`src/pbg_pkg.sv`:
```
package pbg_pkg;

	////////////////////////////////////////////////////////////////////////////////
	// Clock and sample period
	localparam int CLK_PERIOD_NS = 100;
	localparam int FS_PERIOD_NS  = 20833;
	localparam int FS_CYCLES     = FS_PERIOD_NS / CLK_PERIOD_NS;
	localparam int FS_CNT_W      = 8;
	localparam logic [FS_CNT_W-1:0] FS_LAST = FS_CNT_W'(FS_CYCLES - 1);

	////////////////////////////////////////////////////////////////////////////////
	// Register indices and byte addresses
	localparam int ADDR_W = 12;
	localparam logic [7:0] IDX_STEP_CTRL = 8'h1D;
	localparam logic [7:0] IDX_HANDSET   = 8'h1E;
	localparam logic [7:0] IDX_PHONE_BUZ = 8'h1F;
	localparam logic [7:0] IDX_AGC_CTRL  = 8'h30;

	////////////////////////////////////////////////////////////////////////////////
	// Field positions
	localparam int HS_MUTE_BIT       = 15;
	localparam int HS_GAIN_LSB       = 8;
	localparam int HS_TGT_LSB        = 5;
	localparam int HS_TC_LSB         = 1;
	localparam int HS_AGC_BIT        = 0;
	localparam int PB_PHONE_PD_BIT   = 15;
	localparam int PB_PHONE_GAIN_LSB = 8;
	localparam int PB_BUZ_PD_BIT     = 6;
	localparam int PB_BUZ_GAIN_LSB   = 2;
	localparam int SC_PHONE_OFF_BIT  = 12;
	localparam int SC_BUZ_OFF_BIT    = 11;
	localparam int AC_PHONE_AGC_BIT  = 0;

	////////////////////////////////////////////////////////////////////////////////
	// Reset values and gain limits
	localparam logic       HS_MUTE_RST    = 1'b1;
	localparam logic [6:0] HS_GAIN_RST    = 7'h7F;
	localparam logic [2:0] HS_TGT_RST     = 3'h0;
	localparam logic [3:0] HS_TC_RST      = 4'h0;
	localparam logic       PHONE_PD_RST   = 1'b1;
	localparam logic [6:0] PHONE_GAIN_RST = 7'h45;
	localparam logic [6:0] PHONE_GAIN_MIN = 7'h00;
	localparam logic [6:0] PHONE_GAIN_MAX = 7'h5D;
	localparam logic       BUZ_PD_RST     = 1'b1;
	localparam logic [3:0] BUZ_GAIN_RST   = 4'hF;
	localparam logic [6:0] BUZ_DB_FLOOR   = 7'h2D;
	localparam logic [1:0] RESP_OKAY      = 2'b00;
	localparam logic [1:0] RESP_SLVERR    = 2'b10;

	////////////////////////////////////////////////////////////////////////////////
	// AGC time constants in ms
	localparam logic [3:0][4:0] ATK_MS = {5'h14, 5'h10, 5'h0B, 5'h08};
	localparam logic [3:0][9:0] DCY_MS = {10'h1F4, 10'h190, 10'h0C8, 10'h064};

	function automatic logic [6:0] pbg_phone_clamp(input logic [6:0] c);
		return (c >= PHONE_GAIN_MAX) ? PHONE_GAIN_MAX : c;
	endfunction

	function automatic logic [7:0] pbg_phone_half_db(input logic [6:0] c);
		return {1'b0, c} - {1'b0, PHONE_GAIN_RST};
	endfunction

	function automatic logic [6:0] pbg_buz_db(input logic [3:0] c);
		return ({3'b000, c} + {2'b00, c, 1'b0}) - BUZ_DB_FLOOR;
	endfunction

	function automatic logic [15:0] pbg_merge(input logic [15:0] old, input logic [15:0] nw,
		input logic [1:0] strb);
		return {strb[1] ? nw[15:8] : old[15:8], strb[0] ? nw[7:0] : old[7:0]};
	endfunction

	function automatic logic pbg_mapped(input logic [ADDR_W-1:0] a);
		logic [7:0] idx;
		idx = a[9:2];
		if (a[11:10] != 2'b00) begin
			return 1'b0;
		end else if (idx == IDX_STEP_CTRL || idx == IDX_HANDSET) begin
			return 1'b1;
		end else if (idx == IDX_PHONE_BUZ || idx == IDX_AGC_CTRL) begin
			return 1'b1;
		end else begin
			return 1'b0;
		end
	endfunction

endpackage

```
`src/pbg_tick.sv`:
```
`timescale 1ns/10ps
module pbg_tick import pbg_pkg::*; (
	input  wire logic clk,
	input  wire logic nrst,
	output logic      tick
);

	typedef struct packed {
		logic [FS_CNT_W-1:0] cnt;
		logic                tick;
	} pbg_tick_t;

	pbg_tick_t s_r;
	pbg_tick_t s_nxt;

	// One pulse per reference sample period
	always_comb begin
		s_nxt      = s_r;
		s_nxt.tick = (s_r.cnt == FS_LAST);
		s_nxt.cnt  = (s_r.cnt == FS_LAST) ? '0 : s_r.cnt + 1'b1;
	end

	always_ff @(posedge clk) begin
		if (!nrst) begin
			s_r <= '0;
		end else begin
			s_r <= s_nxt;
		end
	end

	assign tick = s_r.tick;

endmodule

```
`src/pbg_stepper.sv`:
```
`timescale 1ns/10ps
module pbg_stepper import pbg_pkg::*; #(
	parameter int           W   = 7,
	parameter logic [W-1:0] RST = '0
) (
	input  wire logic         clk,
	input  wire logic         nrst,
	input  wire logic         tick,
	input  wire logic         off,
	input  wire logic [W-1:0] target,
	output logic      [W-1:0] applied,
	output logic              done
);

	typedef struct packed {
		logic [W-1:0] applied;
		logic         done;
	} pbg_step_t;

	pbg_step_t s_r;
	pbg_step_t s_nxt;

	always_comb begin
		s_nxt = s_r;
		if (off) begin
			s_nxt.applied = target;
		end else if (tick && s_r.applied < target) begin
			s_nxt.applied = s_r.applied + 1'b1;
		end else if (tick && s_r.applied > target) begin
			s_nxt.applied = s_r.applied - 1'b1;
		end
		s_nxt.done = (s_nxt.applied == target);
	end

	always_ff @(posedge clk) begin
		if (!nrst) begin
			s_r.applied <= RST;
			s_r.done    <= 1'b0;
		end else begin
			s_r <= s_nxt;
		end
	end

	assign applied = s_r.applied;
	assign done    = s_r.done;

	a_step_only_tick: assert property (@(posedge clk) disable iff (!nrst)
		(!tick && !off) |=> (applied == $past(applied)))
		else $error("gain moved outside a sample tick");
	a_step_one_code: assert property (@(posedge clk) disable iff (!nrst)
		(tick && !off && (target != applied)) |=> ((applied == $past(applied) + 1'b1)
		|| (applied == $past(applied) - 1'b1)))
		else $error("gain step is not one code");
	a_done_match: assert property (@(posedge clk) disable iff (!nrst)
		nrst |=> (done == (applied == $past(target))))
		else $error("completion flag disagrees with applied gain");
	a_off_direct: assert property (@(posedge clk) disable iff (!nrst)
		off |=> (applied == $past(target)) && done)
		else $error("gain not applied at once with stepping off");

endmodule

```
`src/pbg_gain_ctrl.sv`:
```
`timescale 1ns/10ps
// Operation
// - The handset time-constant field gives attack 8/11/16/20 ms from its low bits and decay 100/200/400/500 ms.
// - With handset AGC off the PGA takes the mute and gain fields, with it on the AGC sets the gain.
// - The phone power-down bit resets to 1, a 1 powers the phone PGA down and a 0 powers it up.
// - The phone gain code runs from -34.5 dB in 0.5 dB steps, 0 dB at its reset code, 12 dB from 1011101 up.
// - With phone AGC on, the phone gain field ignores writes and reads back the gain applied by the AGC.
// - With phone AGC off, the phone flag, reset 0, reads 1 when applied gain equals the programmed gain and 0 otherwise.
// - With phone AGC on, the phone flag reads 1 when the gain sits at its minimum or maximum.
// - The buzzer power-down bit resets to 1, a 1 powers the buzzer PGA down and a 0 powers it up.
// - The buzzer gain code, reset 1111, gives 0 dB at 1111 and 3 dB less per code down to -45 dB.
// - The buzzer flag, reset 0, reads 1 when applied gain equals the programmed gain and 0 otherwise.
// - Bit 0 of the phone and buzzer register reads 0 and software writes only 0 to it.
// - Unless stepping is off or phone AGC is on, the phone gain moves one 0.5 dB code per sample period toward its target.
// - Unless stepping is off, the buzzer gain moves one 3 dB code per sample period toward its target.
module pbg_gain_ctrl import pbg_pkg::*; (
	input  wire logic              clk,
	input  wire logic              nrst,
	input  wire logic [ADDR_W-1:0] awaddr,
	input  wire logic              awvalid,
	output logic                   awready,
	input  wire logic [31:0]       wdata,
	input  wire logic [3:0]        wstrb,
	input  wire logic              wvalid,
	output logic                   wready,
	output logic [1:0]             bresp,
	output logic                   bvalid,
	input  wire logic              bready,
	input  wire logic [ADDR_W-1:0] araddr,
	input  wire logic              arvalid,
	output logic                   arready,
	output logic [31:0]            rdata,
	output logic [1:0]             rresp,
	output logic                   rvalid,
	input  wire logic              rready,
	input  wire logic [6:0]        handset_agc_gain,
	input  wire logic [6:0]        phone_agc_gain,
	output logic [6:0]             handset_pga_gain,
	output logic                   handset_input_mute,
	output logic                   handset_agc_on,
	output logic [2:0]             handset_agc_target,
	output logic [4:0]             handset_attack_ms,
	output logic [9:0]             handset_decay_ms,
	output logic                   phone_pga_powerdown,
	output logic [7:0]             phone_gain_half_db,
	output logic                   phone_gain_flag,
	output logic                   buzzer_pga_powerdown,
	output logic [6:0]             buzzer_gain_db,
	output logic                   buzzer_gain_flag
);

	////////////////////////////////////////////////////////////////////////////////
	// State
	typedef struct packed {
		logic [ADDR_W-1:0] awaddr;
		logic              aw_got;
		logic [15:0]       wdata;
		logic [1:0]        wstrb;
		logic              w_got;
		logic              awready;
		logic              wready;
		logic              bvalid;
		logic [1:0]        bresp;
		logic              arready;
		logic              rvalid;
		logic [15:0]       rdata;
		logic [1:0]        rresp;
		logic              hs_mute;
		logic [6:0]        hs_gain;
		logic [2:0]        hs_tgt;
		logic [3:0]        hs_tc;
		logic              hs_agc;
		logic              ph_pd;
		logic [6:0]        ph_gain;
		logic              bz_pd;
		logic [3:0]        bz_gain;
		logic              ph_ss_off;
		logic              bz_ss_off;
		logic              ph_agc;
		logic [6:0]        o_hs_gain;
		logic              o_hs_mute;
		logic [4:0]        o_atk;
		logic [9:0]        o_dcy;
		logic              o_ph_pd;
		logic [7:0]        o_ph_db;
		logic              o_ph_flag;
		logic              o_bz_pd;
		logic [6:0]        o_bz_db;
		logic              o_bz_flag;
	} pbg_state_t;

	pbg_state_t  s_r;
	pbg_state_t  s_nxt;
	logic        tick;
	logic [6:0]  ph_target;
	logic        ph_off;
	logic [6:0]  ph_applied;
	logic        ph_done;
	logic [3:0]  bz_applied;
	logic        bz_done;
	logic        ph_sat;
	logic        wr_go;
	logic [7:0]  widx;
	logic [7:0]  ridx;
	logic [15:0] img_hs;
	logic [15:0] img_pb;
	logic [15:0] img_sc;
	logic [15:0] img_ac;
	logic [15:0] wv;

	////////////////////////////////////////////////////////////////////////////////
	// Sample tick and soft-steppers
	pbg_tick u_tick (
		.clk  (clk),
		.nrst (nrst),
		.tick (tick)
	);

	assign ph_target = s_r.ph_agc ? pbg_phone_clamp(phone_agc_gain) : pbg_phone_clamp(s_r.ph_gain);
	assign ph_off    = s_r.ph_ss_off | s_r.ph_agc;

	pbg_stepper #(.W(7), .RST(PHONE_GAIN_RST)) u_phone_step (
		.clk     (clk),
		.nrst    (nrst),
		.tick    (tick),
		.off     (ph_off),
		.target  (ph_target),
		.applied (ph_applied),
		.done    (ph_done)
	);

	pbg_stepper #(.W(4), .RST(BUZ_GAIN_RST)) u_buzzer_step (
		.clk     (clk),
		.nrst    (nrst),
		.tick    (tick),
		.off     (s_r.bz_ss_off),
		.target  (s_r.bz_gain),
		.applied (bz_applied),
		.done    (bz_done)
	);

	assign ph_sat = (ph_applied == PHONE_GAIN_MIN) || (ph_applied == PHONE_GAIN_MAX);

	////////////////////////////////////////////////////////////////////////////////
	// Register images
	assign img_hs = {s_r.hs_mute, s_r.hs_gain, s_r.hs_tgt, s_r.hs_tc, s_r.hs_agc};
	assign img_pb = {s_r.ph_pd, s_r.ph_gain, s_r.o_ph_flag, s_r.bz_pd, s_r.bz_gain, s_r.o_bz_flag, 1'b0};
	assign img_sc = {3'b000, s_r.ph_ss_off, s_r.bz_ss_off, 11'h000};
	assign img_ac = {15'h0000, s_r.ph_agc};
	assign widx   = s_r.awaddr[9:2];
	assign ridx   = araddr[9:2];

	////////////////////////////////////////////////////////////////////////////////
	// Next state
	always_comb begin
		s_nxt = s_r;
		wr_go = 1'b0;
		wv    = 16'h0000;
		if (awvalid && s_r.awready) begin
			s_nxt.aw_got = 1'b1;
			s_nxt.awaddr = awaddr;
		end
		if (wvalid && s_r.wready) begin
			s_nxt.w_got = 1'b1;
			s_nxt.wdata = wdata[15:0];
			s_nxt.wstrb = wstrb[1:0];
		end
		if (bready && s_r.bvalid) begin
			s_nxt.bvalid = 1'b0;
		end
		if (s_r.aw_got && s_r.w_got && !s_r.bvalid) begin
			wr_go        = 1'b1;
			s_nxt.aw_got = 1'b0;
			s_nxt.w_got  = 1'b0;
			s_nxt.bvalid = 1'b1;
			s_nxt.bresp  = pbg_mapped(s_r.awaddr) ? RESP_OKAY : RESP_SLVERR;
			if (s_r.awaddr[11:10] != 2'b00) begin
				wv = 16'h0000;
			end else if (widx == IDX_HANDSET) begin
				wv            = pbg_merge(img_hs, s_r.wdata, s_r.wstrb);
				s_nxt.hs_mute = wv[HS_MUTE_BIT];
				s_nxt.hs_gain = wv[HS_GAIN_LSB +: 7];
				s_nxt.hs_tgt  = wv[HS_TGT_LSB +: 3];
				s_nxt.hs_tc   = wv[HS_TC_LSB +: 4];
				s_nxt.hs_agc  = wv[HS_AGC_BIT];
			end else if (widx == IDX_PHONE_BUZ) begin
				wv            = pbg_merge(img_pb, s_r.wdata, s_r.wstrb);
				s_nxt.ph_pd   = wv[PB_PHONE_PD_BIT];
				s_nxt.bz_pd   = wv[PB_BUZ_PD_BIT];
				s_nxt.bz_gain = wv[PB_BUZ_GAIN_LSB +: 4];
				if (!s_r.ph_agc) begin
					s_nxt.ph_gain = wv[PB_PHONE_GAIN_LSB +: 7];
				end
			end else if (widx == IDX_STEP_CTRL) begin
				wv              = pbg_merge(img_sc, s_r.wdata, s_r.wstrb);
				s_nxt.ph_ss_off = wv[SC_PHONE_OFF_BIT];
				s_nxt.bz_ss_off = wv[SC_BUZ_OFF_BIT];
			end else if (widx == IDX_AGC_CTRL) begin
				wv           = pbg_merge(img_ac, s_r.wdata, s_r.wstrb);
				s_nxt.ph_agc = wv[AC_PHONE_AGC_BIT];
			end
		end
		if (rready && s_r.rvalid) begin
			s_nxt.rvalid = 1'b0;
		end
		if (arvalid && s_r.arready) begin
			s_nxt.rvalid = 1'b1;
			s_nxt.rresp  = pbg_mapped(araddr) ? RESP_OKAY : RESP_SLVERR;
			if (araddr[11:10] != 2'b00) begin
				s_nxt.rdata = 16'h0000;
			end else if (ridx == IDX_HANDSET) begin
				s_nxt.rdata = s_r.hs_agc ? {s_r.hs_mute, s_r.o_hs_gain, img_hs[7:0]} : img_hs;
			end else if (ridx == IDX_PHONE_BUZ) begin
				s_nxt.rdata = s_r.ph_agc ? {s_r.ph_pd, ph_applied, img_pb[7:0]} : img_pb;
			end else if (ridx == IDX_STEP_CTRL) begin
				s_nxt.rdata = img_sc;
			end else if (ridx == IDX_AGC_CTRL) begin
				s_nxt.rdata = img_ac;
			end else begin
				s_nxt.rdata = 16'h0000;
			end
		end
		s_nxt.awready = !s_nxt.aw_got && !s_nxt.bvalid;
		s_nxt.wready  = !s_nxt.w_got && !s_nxt.bvalid;
		s_nxt.arready = !s_nxt.rvalid;
		// Applied gains and decoded values
		s_nxt.o_hs_gain = s_r.hs_agc ? handset_agc_gain : s_r.hs_gain;
		s_nxt.o_hs_mute = s_r.hs_agc ? 1'b0 : s_r.hs_mute;
		s_nxt.o_atk     = ATK_MS[s_r.hs_tc[1:0]];
		s_nxt.o_dcy     = DCY_MS[s_r.hs_tc[3:2]];
		s_nxt.o_ph_pd   = s_r.ph_pd;
		s_nxt.o_ph_db   = pbg_phone_half_db(ph_applied);
		s_nxt.o_ph_flag = s_r.ph_agc ? ph_sat : ph_done;
		s_nxt.o_bz_pd   = s_r.bz_pd;
		s_nxt.o_bz_db   = pbg_buz_db(bz_applied);
		s_nxt.o_bz_flag = bz_done;
	end

	always_ff @(posedge clk) begin
		if (!nrst) begin
			s_r           <= '0;
			s_r.hs_mute   <= HS_MUTE_RST;
			s_r.hs_gain   <= HS_GAIN_RST;
			s_r.hs_tgt    <= HS_TGT_RST;
			s_r.hs_tc     <= HS_TC_RST;
			s_r.ph_pd     <= PHONE_PD_RST;
			s_r.ph_gain   <= PHONE_GAIN_RST;
			s_r.bz_pd     <= BUZ_PD_RST;
			s_r.bz_gain   <= BUZ_GAIN_RST;
			s_r.o_hs_gain <= HS_GAIN_RST;
			s_r.o_hs_mute <= HS_MUTE_RST;
			s_r.o_atk     <= ATK_MS[HS_TC_RST[1:0]];
			s_r.o_dcy     <= DCY_MS[HS_TC_RST[3:2]];
			s_r.o_ph_pd   <= PHONE_PD_RST;
			s_r.o_bz_pd   <= BUZ_PD_RST;
		end else begin
			s_r <= s_nxt;
		end
	end

	////////////////////////////////////////////////////////////////////////////////
	// Outputs
	assign awready              = s_r.awready;
	assign wready               = s_r.wready;
	assign bvalid               = s_r.bvalid;
	assign bresp                = s_r.bresp;
	assign arready              = s_r.arready;
	assign rvalid               = s_r.rvalid;
	assign rdata                = {16'h0000, s_r.rdata};
	assign rresp                = s_r.rresp;
	assign handset_pga_gain     = s_r.o_hs_gain;
	assign handset_input_mute   = s_r.o_hs_mute;
	assign handset_agc_on       = s_r.hs_agc;
	assign handset_agc_target   = s_r.hs_tgt;
	assign handset_attack_ms    = s_r.o_atk;
	assign handset_decay_ms     = s_r.o_dcy;
	assign phone_pga_powerdown  = s_r.o_ph_pd;
	assign phone_gain_half_db   = s_r.o_ph_db;
	assign phone_gain_flag      = s_r.o_ph_flag;
	assign buzzer_pga_powerdown = s_r.o_bz_pd;
	assign buzzer_gain_db       = s_r.o_bz_db;
	assign buzzer_gain_flag     = s_r.o_bz_flag;

	////////////////////////////////////////////////////////////////////////////////
	// Checks
	a_tc_decode: assert property (@(posedge clk) disable iff (!nrst)
		1'b1 |=> (handset_attack_ms == ATK_MS[$past(s_r.hs_tc[1:0])])
		&& (handset_decay_ms == DCY_MS[$past(s_r.hs_tc[3:2])]))
		else $error("time constant decode wrong");
	a_hs_gain_src: assert property (@(posedge clk) disable iff (!nrst)
		1'b1 |=> handset_pga_gain == ($past(s_r.hs_agc) ? $past(handset_agc_gain) : $past(s_r.hs_gain)))
		else $error("handset gain source wrong");
	a_phone_pd_write: assert property (@(posedge clk) disable iff (!nrst)
		(wr_go && widx == IDX_PHONE_BUZ && s_r.wstrb[1]) |=> ##1 (phone_pga_powerdown == $past(s_r.wdata[15], 2)))
		else $error("phone power-down not taken from write");
	a_phone_range: assert property (@(posedge clk) disable iff (!nrst)
		(ph_applied <= PHONE_GAIN_MAX) && ($signed(phone_gain_half_db) <= $signed(8'h18))
		&& ($signed(phone_gain_half_db) >= $signed(8'hBB)))
		else $error("phone gain above 12 dB");
	a_phone_ro: assert property (@(posedge clk) disable iff (!nrst)
		(wr_go && s_r.ph_agc) |=> (s_r.ph_gain == $past(s_r.ph_gain)))
		else $error("phone gain written under AGC");
	a_phone_flag: assert property (@(posedge clk) disable iff (!nrst)
		!s_r.ph_agc |=> (phone_gain_flag == $past(ph_done)))
		else $error("phone completion flag wrong");
	a_phone_sat: assert property (@(posedge clk) disable iff (!nrst)
		s_r.ph_agc |=> (phone_gain_flag == $past(ph_applied == PHONE_GAIN_MIN || ph_applied == PHONE_GAIN_MAX)))
		else $error("phone saturation flag wrong");
	a_buz_pd_write: assert property (@(posedge clk) disable iff (!nrst)
		(wr_go && widx == IDX_PHONE_BUZ && s_r.wstrb[0]) |=> ##1 (buzzer_pga_powerdown == $past(s_r.wdata[6], 2)))
		else $error("buzzer power-down not taken from write");
	a_buz_db_ends: assert property (@(posedge clk) disable iff (!nrst)
		(bz_applied == 4'h0) |=> (buzzer_gain_db == 7'h53))
		else $error("buzzer floor is not -45 dB");
	a_buz_flag: assert property (@(posedge clk) disable iff (!nrst)
		1'b1 |=> (buzzer_gain_flag == $past(bz_done)))
		else $error("buzzer flag wrong");
	a_rsvd_zero: assert property (@(posedge clk) disable iff (!nrst)
		(arvalid && arready) |=> (rdata[0] == 1'b0 || $past(ridx) != IDX_PHONE_BUZ))
		else $error("reserved bit read as one");

endmodule

```
`config.mk`:
```
export PLATFORM = sky130hd
export DESIGN_NAME = pbg_gain_ctrl
export DESIGN_NICKNAME = d
export VERILOG_FILES = /design/src/pbg_pkg.sv /design/src/pbg_tick.sv /design/src/pbg_stepper.sv /design/src/pbg_gain_ctrl.sv
export SDC_FILE = /design/constraint.sdc
export NUM_CORES = 1
export LEC_CHECK = 0
export ABC_AREA = 1
export BUFFER_PORTS_ARGS = -buffer_cell sky130_fd_sc_hd__buf_2
export CORE_MARGIN = 2
export CORE_UTILIZATION = 49
export DETAILED_ROUTE_END_ITERATION = 16
export PLACE_DENSITY = 0.77
export SYNTH_ARGS = -nofsm -noshare
export SYNTH_HDL_FRONTEND = slang
export SYNTH_SLANG_ARGS = --single-unit
```
`constraint.sdc`:
```
create_clock -name clk -period 2.3 [get_ports clk]
set_input_delay 0.23 -clock clk [delete_from_list [all_inputs] [get_ports clk]]
set_output_delay 0.23 -clock clk [all_outputs]
set_load 0.01 [all_outputs]
```
==> impl_summary.log, run 1 <==
[metrics] status: finished with violations
[metrics] failing checks: negative setup slack
[metrics] First DRT Iteration DRCs: just under 500
[metrics] overflow left after global routing: 0
[metrics] data required time at the worst endpoint: ~2700 ps
[metrics] via count of the first global-routing pass: between 6000 and 7000
[metrics] clock latency on the worst-skew pair: 420 ps
[metrics] number of inserted diodes: 0
[metrics] ports placed on the boundary: approximately 170
[metrics] GRT Resource Usage Total: 24.0%
[metrics] sequential cell area: 2870 um^2
[metrics] unrepaired setup endpoints after global routing: true
[metrics] effective utilization at floorplan: 49.7%
[metrics] post-DR wirelength/cell: 15.0 um
[metrics] count of TritonRoute iterations in the first routing pass: 5
[metrics] wire length of the first global-routing pass: 30.1 mm
[metrics] PnR Total Power: 0.00587 W
[metrics] IR drop worst, VDD: approximately 0.00064 V
[metrics] clock sinks: 143
[metrics] Reg2Reg Setup Slack: -260 ps
[metrics] number of standard cells after synthesis: 959
[metrics] worst hold-check path type: primary input to flop
[metrics] most used cell along the critical path: sky130_fd_sc_hd__nor2_1
[metrics] leading register cell type out of synthesis: sky130_fd_sc_hd__dfxtp_1
[metrics] clock tree from TritonCTS: built
[metrics] top post-synthesis cells by area: sky130_fd_sc_hd__dfxtp_1 40%, sky130_fd_sc_hd__nand2_1 8.6%, sky130_fd_sc_hd__buf_4 8.0%
[metrics] via/cell ratio: 5.23
[metrics] crit share post-route: 111%
[metrics] layout cell share with drive strength beyond 1: 28.6%
[metrics] Slew @ Worst Pin: 771 ps
[metrics] Detail Route Antenna Nets: 0
[metrics] Avg Synthesized Cell Area: 7.44 um^2
[metrics] Hold Fails Final Rpt: 0
[metrics] maximum buffer depth of the clock tree: 2
[metrics] vertical die dimension: between 100 and 150 um
[metrics] kind of critical path: flop to flop
[metrics] cell at the root of the clock tree: sky130_fd_sc_hd__clkbuf_16
[metrics] share of synthesized area occupied by flip-flops and latches: ~40%
[metrics] largest net degree at the start of global routing: 88
[metrics] total number of vias: approximately 6700
[metrics] PD cells: between 600 and 700 nW/um^2
[metrics] number of DRC violations after detailed routing: 0
[metrics] number of antenna violations at the first check in global routing: 0
[metrics] port buffer count: ~120
[metrics] Buf+Inv Stages, Crit Path: 3
[metrics] clock edge transition at the registers on the reported setup and hold paths: 60 ps
[metrics] share of the synthesized area in the top cell type: 40.1%
[metrics] Core Footprint: approximately 14000 um^2
[metrics] Setup Total Neg Slack: -499 ps
[metrics] number of hold-repair buffers added at the cts stage: 0
[metrics] Post-synth EDFFs: 0
[metrics] number of filler instances in the final layout: 1273
[metrics] area used by multi-input combinational logic: between 3000 and 4000 um^2
[metrics] P&R area growth vs syn: 24.1%
[metrics] synthesized area: ~7100 um^2
[metrics] number of H-tree branching levels: 4
[metrics] slack of the critical path: -255 ps
[metrics] sort of element at the end of the critical path: flop
[metrics] Setup crit start kind: flop
[metrics] leakage power: 4.18 nW
[metrics] #FFs+latches synth: 143
[metrics] number of nets in the finished design: 1197
[metrics] maximum clock frequency: 0.391 GHz
[metrics] endpoint arrival time on the critical path: 2920 ps
[metrics] area enclosed by the die boundary: 15500 um^2
[metrics] max-cap viol count: 0
[metrics] horizontal die dimension: 125 um
[metrics] critical-path cell with the highest stage delay: sky130_fd_sc_hd__dfxtp_4
[metrics] total length of routed wires: 19.3 mm
[metrics] number of clock buffers inserted by TritonCTS: 17
[metrics] yosys warns: 0
[metrics] kind of cell with the highest combined delay on the critical path: simple AND/OR/NAND/NOR gates
[metrics] worst stage delay on the critical path: 360 ps
[metrics] library cell with the largest summed area after synthesis: sky130_fd_sc_hd__dfxtp_1
[metrics] Max-Slew Margin vs Limit: 48.5%
[metrics] cells along the critical path: buf_6 -> a21oi_4 -> inv_2 -> ha_4 -> o21ai_2 -> nor2_2 -> nand2_2 -> nor2_4 -> nand2_4 -> nand2_4 -> buf_4 -> nand3_1 -> nand2_1 -> nand2_1 -> nand3_2 -> nor2_1 -> nor2_1 -> nand3_1 -> nor2_1
[metrics] endpoints failing setup: 5
[metrics] site row count: 44
[metrics] post-detailed-placement half-perimeter wirelength: 13.9 mm
[metrics] maximum fanout encountered on the critical timing path: 7
[metrics] worst clock skew: 8.97 ps
[metrics] number of slew-limit violations in the final report: 0
[metrics] routability cong.: ~1
[metrics] Synth async-reset ratio: 0%
[metrics] number of distinct library cell variants in the gate-level netlist after synthesis: 49
[metrics] time the final worst path needs with I/O delays and setup: 2560 ps
## cells in the final DEF, fill, tap and decap left out, types with 2 or more instances in the layout
cell / netlist / layout
sky130_fd_sc_hd__nand2_2: 11 / 21
sky130_fd_sc_hd__nand3_4: 1 / 3
sky130_fd_sc_hd__o21ai_0: 67 / 60
sky130_fd_sc_hd__a21boi_0: 2 / 2
sky130_fd_sc_hd__nor2_1: 86 / 83
sky130_fd_sc_hd__nand3b_1: 2 / 2
sky130_fd_sc_hd__ha_1: 25 / 22
sky130_fd_sc_hd__xor2_1: 8 / 8
sky130_fd_sc_hd__a211oi_1: 12 / 12
sky130_fd_sc_hd__a21oi_2: 1 / 2
sky130_fd_sc_hd__o22ai_1: 5 / 4
sky130_fd_sc_hd__or2_2: 3 / 3
sky130_fd_sc_hd__ha_4: 0 / 3
sky130_fd_sc_hd__nand2_1: 164 / 153
sky130_fd_sc_hd__nand3_2: 3 / 11
sky130_fd_sc_hd__dfxtp_1: 143 / 140
sky130_fd_sc_hd__nor4_1: 9 / 9
sky130_fd_sc_hd__bufinv_16: 0 / 4
sky130_fd_sc_hd__clkinvlp_4: 0 / 2
sky130_fd_sc_hd__dfxtp_4: 0 / 2
sky130_fd_sc_hd__nor2_2: 2 / 4
sky130_fd_sc_hd__buf_4: 76 / 76
sky130_fd_sc_hd__nand3_1: 69 / 59
sky130_fd_sc_hd__clkbuf_8: 0 / 4
sky130_fd_sc_hd__inv_1: 86 / 83
sky130_fd_sc_hd__conb_1: 1 / 21
sky130_fd_sc_hd__nor3_1: 12 / 11
sky130_fd_sc_hd__o21ai_1: 3 / 5
sky130_fd_sc_hd__clkbuf_16: 0 / 17
sky130_fd_sc_hd__nand4_1: 18 / 18
sky130_fd_sc_hd__o211ai_1: 18 / 18
sky130_fd_sc_hd__nor2_4: 1 / 2
sky130_fd_sc_hd__nand2_4: 2 / 3
sky130_fd_sc_hd__o21ai_2: 1 / 6
sky130_fd_sc_hd__buf_6: 1 / 5
sky130_fd_sc_hd__a31oi_1: 2 / 2
sky130_fd_sc_hd__inv_6: 0 / 3
sky130_fd_sc_hd__inv_2: 7 / 11
sky130_fd_sc_hd__a21oi_1: 68 / 66
sky130_fd_sc_hd__buf_2: 4 / 124
## per-layer routing
metal  wire, um  up-vias  global-route usage [%]
li1           -     3347                       -
met1       8520     3061                    32.3
met2       8710      285                    37.1
met3       1450       49                    5.07
met4        613        0                    10.8
met5          0        -                       0
## cells in the mapped netlist, types with 18 or more instances
library cell / number
sky130_fd_sc_hd__nand3_1: 69
sky130_fd_sc_hd__nand2_1: 164
sky130_fd_sc_hd__ha_1: 25
sky130_fd_sc_hd__o21ai_0: 67
sky130_fd_sc_hd__nand4_1: 18
sky130_fd_sc_hd__buf_4: 76
sky130_fd_sc_hd__o211ai_1: 18
sky130_fd_sc_hd__clkbuf_1: 28
sky130_fd_sc_hd__inv_1: 86
sky130_fd_sc_hd__dfxtp_1: 143
sky130_fd_sc_hd__nor2_1: 86
sky130_fd_sc_hd__a21oi_1: 68
## layout make-up
| cell class | count | area share [%] |
|---|---|---|
| Timing Repair Buffer | 206 | 14.3 |
| Clock inverter | 11 | 1.98 |
| Sequential cell | 143 | 32.4 |
| Tap cell | 184 | 2.60 |
| Clock buffer | 21 | 5.42 |
| Multi-Input combinational cell | 628 | 39.2 |
| Inverter | 95 | 4.03 |
## state kept, by name, indices dropped and copies added, names as in the netlist, 2 cells and up
signal                 count
u_tick.s_r                 8
u_phone_step.applied       7
handset_attack_ms          4
img_pb                    13
img_sc                     2
s_r                       30
img_hs                    12
u_buzzer_step.applied      4
phone_gain_half_db         8
rdata                     16
handset_decay_ms           5
handset_agc_target         3
buzzer_gain_db             7
handset_pga_gain           7
## repair_timing
action,CTS,global route
gates resized for setup,15,48
setup endpoints to repair,8,11
pin swaps,4,27
buffers inserted,0,11
## worst paths after layout
path / startpoint / to / cells past startpoint
max: img_ac[0] / u_phone_step.done / 19
min: handset_agc_gain[6] / handset_pga_gain[6] / 3
max reg2reg: img_ac[0] / u_phone_step.done / 19
min reg2reg: u_buzzer_step.done / buzzer_gain_flag / 2
## power by group
group	internal, W	leakage [nW]	switching (W)
Clock	0.00194	0.317	0.00109
Sequential	0.00253	1.16	0.0000268
Combinational	0.000105	2.70	0.000180
## tightest hold or removal path, cell delays in order
cell	delay [ps]
sky130_fd_sc_hd__buf_2	80
sky130_fd_sc_hd__nand2_1	40
sky130_fd_sc_hd__nand3_1	60
## through the flow
stage | cell area [um^2] | hold slack, ps | utilization, % | instances | worst slack (ps)
global placement | 7900 | 395 | 55.0 | 1246 | -283
finish | 8860 | 17.9 | 61.6 | 1288 | -255
CTS | 8600 | 7.99 | 59.8 | 1278 | -101
floorplan | 7210 | 356 | - | 979 | 3.37
global route | 8860 | 17.1 | 61.6 | 1288 | -394
detailed placement | 7900 | 424 | 55.0 | 1246 | -298
## logic make-up after synthesis
family / Yosys count / share of synthesized area [%]
other cells: 1 / 0.0525
xor+xnor: 9 / 1.10
fa+ha+maj: 25 / 4.38
buf+inv: 208 / 15.1
simple gates: 386 / 24.3
compound gates: 187 / 14.9
flops: 143 / 40.1
Note: power is estimated with default switching activity, not from simulation.
==> inputs of run 2 (changes only) <==
--- a/config.mk
+++ b/config.mk
@@ -7,10 +7,11 @@
 export LEC_CHECK = 0
 export ABC_AREA = 1
 export BUFFER_PORTS_ARGS = -buffer_cell sky130_fd_sc_hd__buf_2
-export CORE_MARGIN = 2
-export CORE_UTILIZATION = 49
+export CORE_MARGIN = 3
+export CORE_UTILIZATION = 50
 export DETAILED_ROUTE_END_ITERATION = 16
 export PLACE_DENSITY = 0.77
 export SYNTH_ARGS = -nofsm -noshare
 export SYNTH_HDL_FRONTEND = slang
+export SYNTH_HIERARCHICAL = 1
 export SYNTH_SLANG_ARGS = --single-unit
==> run 2 against run 1 <==
Net effect: the flow still finishes with violations (negative setup slack); highest routed layer unchanged; sequential power is essentially flat; synthesized cell count grew 15%; clock-buffer cell count shrank 3; non-clock buffer count shrank 11; setup slack gained 28 ps; die area grew 9.5%; power shrank 6.9%; core utilization grew 1.1 points; flip-flop and latch count is the same; critical path depth grew 2; first-iteration DRC count grew 20%; register-to-register slack gained 30 ps.
==> impl_summary.log, run 2 <==
[metrics] crit share post-route: 110% (-1.2 points)
[metrics] sort of element at the end of the critical path: flop
[metrics] number of antenna violations at the first check in global routing: 0 (unchanged)
[metrics] data required time at the worst endpoint: 2660 ps (about the same)
[metrics] routability cong.: 0.920 (-7.5%)
[metrics] kind of cell with the highest combined delay on the critical path: buffers and inverters
[metrics] most used cell along the critical path: sky130_fd_sc_hd__buf_4
[metrics] Detail Route Antenna Nets: 0 (unchanged)
[metrics] number of inserted diodes: 0 (unchanged)
[metrics] post-detailed-placement half-perimeter wirelength: 14.4 mm (+4.2%)
[metrics] wire length of the first global-routing pass: 30.9 mm (+2.8%)
[metrics] Core Footprint: 14900 um^2 (+3.4%)
[metrics] cell at the root of the clock tree: sky130_fd_sc_hd__clkbuf_16
[metrics] synthesized area: 7750 um^2 (+8.6%)
[metrics] Buf+Inv Stages, Crit Path: 11 (+8)
[metrics] total number of vias: 7321 (+8.6%)
[metrics] library cell with the largest summed area after synthesis: sky130_fd_sc_hd__dfxtp_1
[metrics] worst clock skew: 12.2 ps (+3.25 ps)
[metrics] number of distinct library cell variants in the gate-level netlist after synthesis: 41 (-16%)
[metrics] layout cell share with drive strength beyond 1: 26.5% (-2.1 points)
[metrics] failing checks: negative setup slack
[metrics] yosys warns: 6 (+6)
[metrics] slack of the critical path: -227 ps (+27.9 ps)
[metrics] ports placed on the boundary: 168 (unchanged)
[metrics] number of hold-repair buffers added at the cts stage: 0 (unchanged)
[metrics] leading register cell type out of synthesis: sky130_fd_sc_hd__dfxtp_1
[metrics] number of standard cells after synthesis: 1103 (+15%)
[metrics] dominant cell by count in the synthesized netlist: sky130_fd_sc_hd__nand2_1
[metrics] Setup Total Neg Slack: -711 ps (-212 ps)
[metrics] maximum buffer depth of the clock tree: 2 (unchanged)
[metrics] cells along the critical path: nor2_1 -> nor2_1 -> nand4_1 -> nand2_2 -> buf_6 -> o22ai_4 -> inv_2 -> buf_6 -> buf_4 -> buf_4 -> buf_4 -> buf_4 -> buf_4 -> buf_4 -> buf_4 -> buf_4 -> nand3_2 -> nand2_2 -> nor2_2 -> nand2_1 -> nor2_1
[metrics] largest net degree at the start of global routing: 58 (-34%)
[metrics] via/cell ratio: 5.14 (-1.8%)
[metrics] port buffer count: 124 (unchanged)
[metrics] clock sinks: 143 (unchanged)
[metrics] critical-path cell with the highest stage delay: sky130_fd_sc_hd__dfxtp_2
[metrics] Area after DPL: 8420 um^2 (+6.6%)
[metrics] share of synthesized area occupied by flip-flops and latches: 36.9% (-3.2 points)
[metrics] endpoint arrival time on the critical path: 2890 ps (-30 ps)
[metrics] Worst Setup SP: img_pb[8]
[metrics] #FFs+latches synth: 143 (unchanged)
[metrics] P&R area growth vs syn: 20.3%
[metrics] overflow left after global routing: 0 (unchanged)
[metrics] vertical die dimension: 130 um (+4.7%)
[metrics] IR drop worst, VDD: 0.000589 V (-8.1%)
[metrics] time the final worst path needs with I/O delays and setup: 2530 ps (-27.9 ps)
[metrics] max-cap viol count: 0 (unchanged)
[metrics] flip-flop count of the largest register, all copies and words added: 30 (unchanged)
[metrics] GRT Resource Usage Total: 22.8% (-1.2 points)
[metrics] maximum clock frequency: 0.396 GHz (+1.1%)
[metrics] kind of critical path: flop to flop
[metrics] commonest cells after routing, fill and taps aside: 210 x sky130_fd_sc_hd__nand2_1, 136 x sky130_fd_sc_hd__dfxtp_1, 126 x sky130_fd_sc_hd__nor2_1
[metrics] endpoints failing setup: 5 (unchanged)
[metrics] number of nets in the finished design: 1338 (+12%)
[metrics] Slew @ Worst Pin: 690 ps (-81.8 ps)
[metrics] largest register by flop count: s_r
[metrics] count of TritonRoute iterations in the first routing pass: 5 (unchanged)
[metrics] Synth async-reset ratio: 0% (unchanged)
[metrics] worst stage delay on the critical path: 320 ps (-40 ps)
[metrics] leakage power: 4.58 nW (+9.7%)
[metrics] unrepaired setup endpoints after global routing: true
[metrics] clock tree from TritonCTS: built
[metrics] Worst R2R Start: img_pb[8]
[metrics] total length of routed wires: 19.9 mm (+3.0%)
[metrics] status: finished with violations
[metrics] number of clock buffers inserted by TritonCTS: 17 (unchanged)
[metrics] worst hold-check path type: primary input to flop
[metrics] number of DRC violations after detailed routing: 0 (unchanged)
[metrics] leading cell type in the layout, fill and taps excluded: sky130_fd_sc_hd__nand2_1
[metrics] maximum fanout encountered on the critical timing path: 4 (-3)
[metrics] ranking of synthesized cells by instance count: 223 x sky130_fd_sc_hd__nand2_1, 143 x sky130_fd_sc_hd__dfxtp_1, 127 x sky130_fd_sc_hd__nor2_1
[metrics] number of slew-limit violations in the final report: 0 (unchanged)
[metrics] Avg Synthesized Cell Area: 7.03 um^2 (-5.6%)
[metrics] horizontal die dimension: 130 um (+4.7%)
[metrics] hold wc startpoint: handset_agc_gain[3]
[metrics] clock latency on the worst-skew pair: 420 ps (about the same)
[metrics] number of filler instances in the final layout: 1330 (+4.5%)
[metrics] Post-synth EDFFs: 0 (unchanged)
[metrics] Final Instance Area: 9320 um^2 (+5.2%)
[metrics] number of H-tree branching levels: 4 (unchanged)
[metrics] top post-synthesis cells by area: sky130_fd_sc_hd__dfxtp_1 37%, sky130_fd_sc_hd__nand2_1 11%, sky130_fd_sc_hd__buf_4 7.8%
[metrics] Setup crit start kind: flop
[metrics] via count of the first global-routing pass: 6592 (+8.5%)
[metrics] site row count: 44 (unchanged)
[metrics] Hold Fails Final Rpt: 0 (unchanged)
[metrics] Max-Slew Margin vs Limit: 54.0% (+5.5 points)
[metrics] area enclosed by the die boundary: 17000 um^2 (+9.5%)
[metrics] post-DR wirelength/cell: 14.0 um (-6.8%)
[metrics] share of the synthesized area in the top cell type: 36.9% (-3.2 points)
[metrics] clock edge transition at the registers on the reported setup and hold paths: 60 ps (about the same)
[metrics] Reg2Reg Setup Slack: -230 ps (+30 ps)
[metrics] PD cells: 587 nW/um^2 (-11%)
[metrics] First DRT Iteration DRCs: 583 (+20%)
[metrics] effective utilization at floorplan: 52.1% (+2.5 points)
==> run 2: cell count changes after synthesis, sizes merged, moves of 6 or more <==
cell and change:
nand2 +63, nor4 -6, buf +7, a21oi -13, nand3 +23, clkbuf -12
nor2 +54, nand4 +8, inv +36, o21ai +6, a211oi -9, xor2 -7
==> run 2: report_power, final <==
part           internal (W)  switching (W)  leakage [nW]
clock network       0.00151        0.00107         0.262
logic              0.000118       0.000199          3.16
registers           0.00253      0.0000398          1.16
==> run 2: area by class of cell <==
type,count,area (um^2),share of cell area (%)
Tap cell,184,230,2.47
Timing Repair Buffer,195,1190,12.8
Multi-Input combinational cell,738,3960,42.5
Clock inverter,12,113,1.21
Inverter,134,512,5.49
Clock buffer,18,439,4.71
Sequential cell,143,2870,30.8
==> run 2: tightest hold or removal path, stage by stage <==
cell and delay, ps:
sky130_fd_sc_hd__buf_2 80, sky130_fd_sc_hd__a21oi_1 50, sky130_fd_sc_hd__nand2_1 50
==> run 2: metrics by stage <==
stage / setup WS (ps) / utilization [%] / cells / power, W / hold WS [ps]
final: -227 / 62.7 / 1424 / 0.00547 / 17.2
after global routing: -385 / 62.7 / 1424 / 0.00567 / 17.3
after CTS: -150 / 61.7 / 1421 / 0.00551 / 6.41
after detailed placement: -317 / 56.6 / 1378 / 0.00294 / 417
after global placement: -292 / 56.6 / 1378 / 0.00293 / 396
after floorplan: -38.5 / - / 1123 / 0.00283 / 299
==> run 2: worst paths after layout <==
kind	end	cells past startpoint
hold reg to reg	buzzer_gain_flag	2
hold / removal	handset_pga_gain[3]	3
setup / recovery	u_phone_step/done	21
setup reg to reg	u_phone_step/done	21
==> run 2: kinds of logic (layout without fill, tap and decap cells) <==
logic type,Yosys count,in the layout,synth area share (%)
AO/OA/AOI/OAI,157,157,11.2
XOR/XNOR,3,3,0.339
adder cells (fa/ha/maj),28,28,4.52
other,1,21,0.0484
AND/OR/NAND/NOR,529,529,31.0
buffers and inverters,242,359,15.9
flip-flops,143,143,36.9
==> run 2: per-layer routing <==
| metal | vias up | track usage (%) | wire (um) |
|---|---|---|---|
| li1 | 3719 | - | - |
| met1 | 3336 | 28.9 | 8500 |
| met2 | 240 | 39.1 | 9760 |
| met3 | 26 | 4.47 | 1270 |
| met4 | 0 | 7.08 | 362 |
| met5 | - | 0 | 0 |
==> run 2: timing repair <==
action                     in CTS  in global routing
pin swaps                      24                 21
gates cloned                    0                  0
setup endpoints to repair       7                  8
resized for setup              23                 31
buffers inserted               13                  3
